## src/design/discharge_pkg.sv

```systemverilog
/*
 * Shared constants and carriers for the regulator output discharge control bank.
 * Assumes a 32-bit APB master and the 40 MHz system clock.
 */
package discharge_pkg;

    localparam int unsigned NUM_REGULATORS = 8;
    localparam int unsigned APB_ADDR_W     = 12;
    localparam int unsigned APB_DATA_W     = 32;

    // register indices; the byte address is four times the index
    localparam logic [7:0] DISCHARGE_LOW_INDEX   = 8'h2d;
    localparam logic [7:0] DISCHARGE_STATE_INDEX = 8'h30;
    localparam logic [7:0] OTP_DEFAULT_INDEX     = 8'h31;

    localparam logic [APB_ADDR_W-1:0] DISCHARGE_LOW_ADDR   = {2'b00, DISCHARGE_LOW_INDEX, 2'b00};
    localparam logic [APB_ADDR_W-1:0] DISCHARGE_STATE_ADDR = {2'b00, DISCHARGE_STATE_INDEX, 2'b00};
    localparam logic [APB_ADDR_W-1:0] OTP_DEFAULT_ADDR     = {2'b00, OTP_DEFAULT_INDEX, 2'b00};

    // field positions inside regulator_output_discharge_enable_low
    localparam int unsigned REG8_BIT = 7;
    localparam int unsigned REG7_BIT = 6;
    localparam int unsigned REG6_BIT = 5;
    localparam int unsigned REG5_BIT = 4;
    localparam int unsigned REG4_BIT = 3;
    localparam int unsigned REG3_BIT = 2;
    localparam int unsigned REG2_BIT = 1;
    localparam int unsigned REG1_BIT = 0;

    localparam logic [APB_DATA_W-1:0] READ_ZERO = 32'h0000_0000;

    typedef struct packed {
        logic                  psel;
        logic                  penable;
        logic                  pwrite;
        logic [APB_ADDR_W-1:0] paddr;
        logic [APB_DATA_W-1:0] pwdata;
    } apb_req_t;

    // bit order matches the register: reg8 at bit 7 down to reg1 at bit 0
    typedef struct packed {
        logic reg8_pulldown_on_disable;
        logic reg7_pulldown_on_disable;
        logic reg6_pulldown_on_disable;
        logic reg5_pulldown_on_disable;
        logic reg4_pulldown_on_disable;
        logic reg3_pulldown_on_disable;
        logic reg2_pulldown_on_disable;
        logic reg1_pulldown_on_disable;
    } discharge_ctrl_t;

endpackage

```

## src/design/discharge_gate.sv

```systemverilog
/*
 * One regulator's discharge request: pull the output down while the
 * regulator is off and its enable bit is set.
 * Assumes the regulator enable comes from logic on sys_clk.
 */
`timescale 1ns/1ps
module discharge_gate (
    input  wire logic sys_clk,
    input  wire logic reset,
    input  wire logic pulldown_on_disable,
    input  wire logic regulator_enabled,
    output logic      discharge_on
);

    logic discharge_reg;
    logic discharge_next;

    // request is registered, so it follows a regulator enable change one cycle late
    always_comb begin
        discharge_next = pulldown_on_disable & ~regulator_enabled;
    end

    always_ff @(posedge sys_clk) begin
        if (reset) begin
            discharge_reg <= 1'b0;
        end else begin
            discharge_reg <= discharge_next;
        end
    end

    assign discharge_on = discharge_reg;

endmodule

```

## src/design/regulator_discharge_control.sv

```systemverilog
/*
 * APB register bank holding the per-regulator output discharge enables for
 * regulators 1 to 8, and the discharge requests sent to the analog switches.
 * Assumes an APB master on sys_clk, OTP defaults stable around reset and
 * regulator enables produced on sys_clk.
 */
// Our own choice: the APB register port.
//
// Behaviour
// RULE1: bit 7 set discharges regulator 8 while disabled; clear means no discharge.
// RULE2: bit 6 set discharges regulator 7 while disabled; clear means no discharge.
// RULE3: bits 5, 4, 0 do the same for regulators 6, 5, 1.
// RULE4: bit 3 set discharges regulator 4 while disabled; clear means no discharge.
// RULE5: bit 2 set discharges regulator 3 while disabled; clear means no discharge.
// RULE6: bit 1 set discharges regulator 2 while disabled; clear means no discharge.
// RULE7: reset loads all bits from OTP defaults; software may then read and write.
`timescale 1ns/1ps
module regulator_discharge_control
    import discharge_pkg::*;
#(
    parameter int unsigned N_REG = NUM_REGULATORS
) (
    input  wire logic                   sys_clk,
    input  wire logic                   reset,
    input  wire apb_req_t               apb_req,
    output logic [APB_DATA_W-1:0]       prdata,
    output logic                        pready,
    output logic                        pslverr,
    input  wire logic [N_REG-1:0]       otp_default,
    input  wire logic [N_REG-1:0]       regulator_enabled,
    output discharge_ctrl_t             discharge_ctrl,
    output logic [N_REG-1:0]            discharge_on
);

    logic [N_REG-1:0]      ctrl_reg;
    logic [N_REG-1:0]      ctrl_next;
    logic [N_REG-1:0]      otp_seen_reg;
    logic [N_REG-1:0]      otp_seen_next;
    logic [APB_DATA_W-1:0] rdata_reg;
    logic [APB_DATA_W-1:0] rdata_next;
    logic                  setup_phase;
    logic                  access_phase;
    logic                  hit_ctrl;
    logic                  hit_state;
    logic                  hit_otp;
    logic                  mapped;

    // address decode; low two byte-address bits must be zero for a hit
    always_comb begin
        hit_ctrl  = (apb_req.paddr == DISCHARGE_LOW_ADDR);
        hit_state = (apb_req.paddr == DISCHARGE_STATE_ADDR);
        hit_otp   = (apb_req.paddr == OTP_DEFAULT_ADDR);
        mapped    = hit_ctrl | hit_state | hit_otp;
    end

    assign setup_phase  = apb_req.psel & ~apb_req.penable;
    assign access_phase = apb_req.psel & apb_req.penable;

    // zero wait states: every access completes in its first access cycle
    assign pready  = 1'b1;
    // status registers are read only, so writing them errors too
    assign pslverr = access_phase & (~mapped | (apb_req.pwrite & ~hit_ctrl));

    // control bits: OTP default on reset, software writes afterwards
    always_comb begin
        ctrl_next     = ctrl_reg;
        otp_seen_next = otp_seen_reg;
        if (reset) begin
            ctrl_next     = otp_default; // RULE7
            otp_seen_next = otp_default;
        end else if (access_phase && apb_req.pwrite && hit_ctrl) begin
            ctrl_next = apb_req.pwdata[N_REG-1:0]; // RULE7
        end
    end

    // synchronous reset lets the strap value be loaded by the clocked process
    always_ff @(posedge sys_clk) begin
        ctrl_reg     <= ctrl_next;
        otp_seen_reg <= otp_seen_next;
    end

    // read data captured in setup so it comes from a flip-flop in access
    always_comb begin
        rdata_next = rdata_reg;
        if (reset) begin
            rdata_next = READ_ZERO;
        end else if (setup_phase && !apb_req.pwrite) begin
            rdata_next = READ_ZERO;
            if (hit_ctrl) begin
                rdata_next[N_REG-1:0] = ctrl_reg; // RULE7
            end else if (hit_state) begin
                rdata_next[N_REG-1:0] = discharge_on;
            end else if (hit_otp) begin
                rdata_next[N_REG-1:0] = otp_seen_reg;
            end
        end
    end

    always_ff @(posedge sys_clk) begin
        rdata_reg <= rdata_next;
    end

    assign prdata = rdata_reg;

    // named view of the control bits for the analog side
    always_comb begin
        discharge_ctrl                          = '0;
        discharge_ctrl.reg8_pulldown_on_disable = ctrl_reg[REG8_BIT]; // RULE1
        discharge_ctrl.reg7_pulldown_on_disable = ctrl_reg[REG7_BIT]; // RULE2
        discharge_ctrl.reg6_pulldown_on_disable = ctrl_reg[REG6_BIT]; // RULE3
        discharge_ctrl.reg5_pulldown_on_disable = ctrl_reg[REG5_BIT]; // RULE3
        discharge_ctrl.reg4_pulldown_on_disable = ctrl_reg[REG4_BIT]; // RULE4
        discharge_ctrl.reg3_pulldown_on_disable = ctrl_reg[REG3_BIT]; // RULE5
        discharge_ctrl.reg2_pulldown_on_disable = ctrl_reg[REG2_BIT]; // RULE6
        discharge_ctrl.reg1_pulldown_on_disable = ctrl_reg[REG1_BIT]; // RULE3
    end

    // bit i drives the discharge switch of regulator i+1
    genvar i;
    generate
        for (i = 0; i < N_REG; i++) begin : g_gate
            discharge_gate u_gate (
                .sys_clk             (sys_clk),
                .reset               (reset),
                .pulldown_on_disable (ctrl_reg[i]),
                .regulator_enabled   (regulator_enabled[i]),
                .discharge_on        (discharge_on[i])
            ); // RULE1 RULE2 RULE3 RULE4 RULE5 RULE6
        end
    endgenerate

endmodule

```

## config.mk

```make
export PLATFORM = sky130hd
export DESIGN_NAME = regulator_discharge_control
export DESIGN_NICKNAME = d
export VERILOG_FILES = /design/src/design/discharge_pkg.sv /design/src/design/discharge_gate.sv /design/src/design/regulator_discharge_control.sv
export SDC_FILE = /design/constraint.sdc
export NUM_CORES = 1
export LEC_CHECK = 0
export ABC_AREA = 1
export BUFFER_PORTS_ARGS = -buffer_cell sky130_fd_sc_hd__buf_2
export CAP_MARGIN = 0
export CORE_AREA = 2 2 72 74
export CTS_BUF_LIST = sky130_fd_sc_hd__clkbuf_16
export DETAILED_ROUTE_END_ITERATION = 12
export DIE_AREA = 0 0 74 76
export GPL_TIMING_DRIVEN = 0
export PLACE_DENSITY = 0.74
export SETUP_SLACK_MARGIN = 0.02
export SLEW_MARGIN = 20
export SYNTH_ARGS = -nofsm -noshare
export SYNTH_HDL_FRONTEND = slang
export SYNTH_HIERARCHICAL = 1
export SYNTH_SLANG_ARGS = --single-unit
```

## constraint.sdc

```tcl
create_clock -name sys_clk -period 1.45 [get_ports sys_clk]
set_input_delay 0.0725 -clock sys_clk [delete_from_list [all_inputs] [get_ports sys_clk]]
set_output_delay 0.0725 -clock sys_clk [all_outputs]
set_load 0.05 [all_outputs]
```

==> results of run 1 <==
[metrics by stage]
stage / cells / TNS (ns) / setup WS [ns]
after floorplan: 229 / 0 / 0.1604
after global placement: 364 / -3.177 / -0.3086
after detailed placement: 364 / -4.632 / -0.4084
after CTS: 377 / 0 / 0.03068
after global routing: 379 / 0 / 0.03605
final: 379 / 0 / 0.1570
[layout by cell type (no fill, tap or decap)]
| cell type | count |
|---|---|
| a21oi_1 | 1 |
| a21oi_2 | 8 |
| and2_4 | 1 |
| buf_12 | 1 |
| buf_2 | 65 |
| buf_4 | 25 |
| buf_6 | 1 |
| buf_8 | 1 |
| bufinv_16 | 1 |
| clkbuf_1 | 1 |
| clkbuf_16 | 5 |
| clkbuf_4 | 1 |
| clkinv_2 | 2 |
| clkinvlp_4 | 1 |
| conb_1 | 25 |
| dfxtp_1 | 16 |
| dlygate4sd3_1 | 7 |
| edfxtp_1 | 16 |
| inv_1 | 16 |
| nand2_1 | 59 |
| nand2_2 | 1 |
| nand3_1 | 23 |
| nand3_2 | 4 |
| nand4_1 | 7 |
| nand4_2 | 1 |
| nor2_1 | 6 |
| nor2_2 | 8 |
| nor2_4 | 4 |
| nor3_4 | 1 |
| o21ai_4 | 1 |
[kinds of logic after synthesis]
group	synth area share (%)
buffers and inverters	17.44
and+or+nand+nor	32.24
other	0.4272
DFF	45.55
AOI/OAI and AO/OA	4.341
[layer usage]
layer	routed length (um)	share of wire [%]	vias to the layer above
met5	0	0	-
met4	21	0.54	0
met3	231	5.9	2
met2	2043	53	47
met1	1592	41	663
li1	-	-	824
[power groups by stage]
stage                     sequential [uW]  combinational [uW]  clock, uW
after global placement               1060                 516          0
after detailed placement             1060                 523          0
after floorplan                      1160                 288          0
after CTS                            1040                 534       1190
final                                1040                 540       1170
after global routing                 1050                 575       1230
[layout make-up]
class | instances | area (sq um)
fillers | 482 | 2384
inverters | 17 | 65.06
clock inverters | 3 | 42.54
plain buffers | 30 | 242.7
clock buffers | 5 | 125.1
multi-input cells | 150 | 767.0
well taps | 70 | 87.58
flip-flops and latches | 32 | 800.8
repair buffers | 72 | 397.9
[worst max-delay path: stages]
cell	delay, ns
buf_2	0.34
clkbuf_1	0.35
clkinv_2	0.26
o21ai_4	0.20
[final timing paths]
path                startpoint                 to  slack (ns)  depth (start not counted)
min             otp_default[0]    otp_seen_reg[0]       0.004                          1
min reg2reg          prdata[4]          prdata[4]        0.46                          2
max reg2reg  discharge_ctrl[6]          prdata[6]        0.56                          4
max                      reset  discharge_ctrl[1]        0.16                          4
[timing repair]
item	4_1_cts	5_1_grt
hold buffers	5	2
setup endpoints to repair	8	9
buffers inserted	0	0
endpoints found under the hold margin	5	2
resized for setup	1	5
==> out/qor.csv, run 1 <==
metric,value,unit
status,"complete, no violations",
ir_drop,0.0004702,V
clock_skew,0.005199,ns
worstHoldPathType,in -> reg,
grt_usage,14.15,%
cts.path.max_buffers,2,
min_period,1.293,ns
ys_types,25,
grt_pass1_vias,1377,
critPathKind,in -> reg,
die_area,5624,sq um
finalCritPeriodShare,89.17,%
synth_async_sr_flop_share,0,%
worstSkewPairLatency,0.27,ns
ys_seq_area_share,45.55,%
layout-drive-gt1-share,42.72,%
grt_max_degree,18,
grt.overflow.total,0,
ios,115,
p_sw_share,28.53,%
via_per_inst,4.053,
cts_root_buffer,clkbuf_16,
fp.dieH,76,um
yosysWarnings,6,
hold_slack,0.004287,ns
use_met3,4.630,%
dpl.hpwl,3123,um
synth_edf_count,16,
syn_inst,206,
cp_max_fo,17,
drtIter0Drc,53,
cp-end-kind,register,
setup_viol_count_final,0,
p_clk_share,42.6,%
fin_util,51.48,%
final_hold_viol_count,0,
dr.pass1.iters,4,
io_buffer_count,65,
cts_buffers,5,
yosysMostFrequentCell,nand2_1,
postSynthAreaPerCell,8.534,sq um
synthDominantCellAreaShare,27.33,%
power.share.sequential,37.8,%
drcViolationCount,0,
placed_area,2265,sq um
critPathLaunchType,primary input,
cts_tree,done,
num_rows,26,
arrival,1.23,ns
maxCapViolCount,0,
nNetsFinal,373,
syn_to_final_growth,43.84,%
ys_top_cells_by_count,"nand2_1, buf_4, nand3_1",
fp.dieW,74,um
combPwrFrac,19.6,%
synth_area_leaders,"edfxtp_1, dfxtp_1, nand2_1",
p_switching,786.1,uW
netlist_area,1758,sq um
finalPower,2756,uW
num_vias,1536,
p_leak,0.001252,uW
drt_wl_total,3888,um
grtUsageMet2,23.93,%
clkTransAtPathRegs,0.05,ns
place_congestion,0.7497,
cts.htree.levels,2,
ys.flop_type,edfxtp_1,
final_area,2529,sq um
antenna_found_initial,0,
max_freq,0.7734,GHz
grt_pass1_wl,6182,um
drv_slew,0,
ys_ff_latch,32,
wl_per_cell,10.26,um
crit_required,1.39,ns
p_per_area,1090,nW/um^2
rsz0062_at_grt,no,
use_met1,16.46,%
clock-sinks,32,
yosys.area.top_type,edfxtp_1,
grt_busiest_layer,met2,
postRouteAntennaNets,0,
diodes,0,
core,4912,sq um
p_int,1969,uW
start_util,35.79,%
Note: power is estimated with default switching activity, not from simulation.
==> run 2, diff against run 1 <==
Settings changed: CORE_AREA 2 2 72 74 to 2 2 68 70, DIE_AREA 0 0 74 76 to 0 0 70 72, PLACE_DENSITY 0.74 to 0.78.
Clock period 1.45 ns to 1.27 ns, I/O delays scaled along.
==> out/qor.csv, run 2 (same netlist as run 1, synthesis figures left out) <==
metric,value,unit,change
status,"complete, no violations",,
arrival,1.09,ns,-0.14 ns
worstHoldPathType,in -> reg,,
min_period,1.153,ns,
fp.dieW,70,um,-5.4%
ios,115,,unchanged
place_ws,-0.4888,ns,-0.08035 ns
grt_pass1_wl,6154,um,-0.45%
final_area,2472,sq um,-2.2%
finalWorstSetupSlack,0.1172,ns,-0.03988 ns
num_vias,1526,,-0.65%
cpMostUsedCell,nand2_1,,
io_buffer_count,65,,unchanged
maxCapViolCount,0,,unchanged
grt_pass1_vias,1406,,+2.1%
critPathLaunchType,primary input,,
path_cells,"buf_2, inv_1, nand2_1, nor2_2, nand3_4, nand2_1, a21oi_2, buf_4",,
dpl.hpwl,3008,um,-3.7%
start_util,41.23,%,+5.4 points
postRouteAntennaNets,0,,unchanged
combPwrFrac,21.3,%,+1.7 points
cp_max_fo,9,,-8
p_per_area,1168,nW/um^2,+7.2%
place_congestion,0.7749,,+3.4%
via_per_inst,4.239,,+4.6%
p_sw_share,29.64,%,+1.1 points
clock_skew,0.001332,ns,-0.003867 ns
drcViolationCount,0,,unchanged
finalCritPeriodShare,90.77,%,
power.share.sequential,41.2,%,+3.4 points
drtIter0Drc,66,,+25%
crit_path_max_incr_delay,0.34,ns,about the same
num_rows,24,,-7.7%
die_area,5040,sq um,-10%
antenna_found_initial,0,,unchanged
placed_area,2242,sq um,-0.99%
cts.htree.levels,2,,unchanged
grt.overflow.total,0,,unchanged
p_switching,855.7,uW,+8.8%
final_common_cell,buf_2,,
diodes,0,,unchanged
final_hold_viol_count,0,,unchanged
ir_drop,0.0006235,V,+33%
finalPower,2887,uW,+4.8%
wl_per_cell,10.50,um,+2.4%
grt_usage,15.81,%,+1.7 points
grt_max_degree,25,,+7
clkTransAtPathRegs,0.05,ns,about the same
post-cts-setup-buffer-count,0,,unchanged
setup_viol_count_final,0,,unchanged
worstSkewPairLatency,0.27,ns,about the same
tightest_slew,0.5264,ns,
dr.pass1.iters,4,,unchanged
p_leak,0.001243,uW,-0.72%
cts.path.max_buffers,2,,unchanged
drt_wl_total,3780,um,-2.8%
p_int,2031,uW,+3.1%
max_freq,0.8674,GHz,
drv_slew,0,,unchanged
hold_slack,0.02105,ns,+0.01676 ns
p_clk_share,37.5,%,-5.1 points
fp.dieH,72,um,-5.3%
crit_required,1.21,ns,-0.18 ns
clock-sinks,32,,unchanged
rsz0062_at_grt,no,,
nNetsFinal,372,,-0.27%
final_cell_mix,"buf_2, nand2_1, buf_4",,
cp-end-kind,output port,,
core,4264,sq um,-13%
fin_setup_tns,0,ns,unchanged
layout-drive-gt1-share,41.56,%,-1.2 points
critPathKind,in -> out,,
crit_slowest_cell,nor2_2,,
cts_buffers,5,,unchanged
slew_headroom,64.91,%,
cts_root_buffer,clkbuf_16,,
cts_tree,done,,
syn_to_final_growth,40.64,%,
run 2: metal layers:
layer	share of wire [%]	vias to the layer above	global-route usage, %
met5	0	-	0
met4	2.2	0	8.974
met3	8.1	7	5.000
met2	49	54	26.35
met1	40	642	18.11
li1	-	823	-
run 2: through the flow:
stage | utilization (%) | instances
after floorplan | - | 229
after global routing | 57.98 | 360
after global placement | 52.58 | 346
after detailed placement | 52.58 | 346
final | 57.98 | 360
after CTS | 58.07 | 361
run 2: worst paths after layout:
| kind | start | end | slack [ns] | cells past startpoint |
|---|---|---|---|---|
| worst min register to register | prdata[4] | prdata[4] | 0.46 | 2 |
| worst max-delay path | apb_req[38] | pslverr | 0.12 | 8 |
| worst min-delay path | regulator_enabled[0] | g_gate[0].u_gate/discharge_on | 0.02 | 4 |
| worst max register to register | discharge_ctrl[0] | prdata[0] | 0.38 | 4 |
run 2: critical path: cells and delay by family:
family / cells / cell delay (ns)
compound gates: 1 / 0.05
buf+inv: 3 / 0.33
simple gates: 4 / 0.64
run 2: power by group through the flow:
stage                     clock [uW]  combinational [uW]  sequential, uW
after floorplan                    0                 329            1330
after global placement             0                 591            1210
after detailed placement           0                 595            1210
after CTS                       1110                 618            1190
after global routing            1160                 657            1190
final                           1080                 615            1190
run 2: cell type report:
cell class                 instances  area, sq um
fill                             420         1792
sequential                        32        800.8
multi-input combinational        150        769.5
timing repair buffer              73        407.9
buffer                            28        227.7
clock buffer                       5        125.1
inverter                          17        65.06
tap                               52        65.06
clock inverter                     3        11.26
run 2: repair_timing:
action / CTS / global route
gates cloned: 0 / 0
hold endpoints to repair: 8 / 0
hold buffers: 8 / 0
pin swaps: 0 / 0
setup endpoints to repair: 11 / 9
resized for setup: 5 / 1
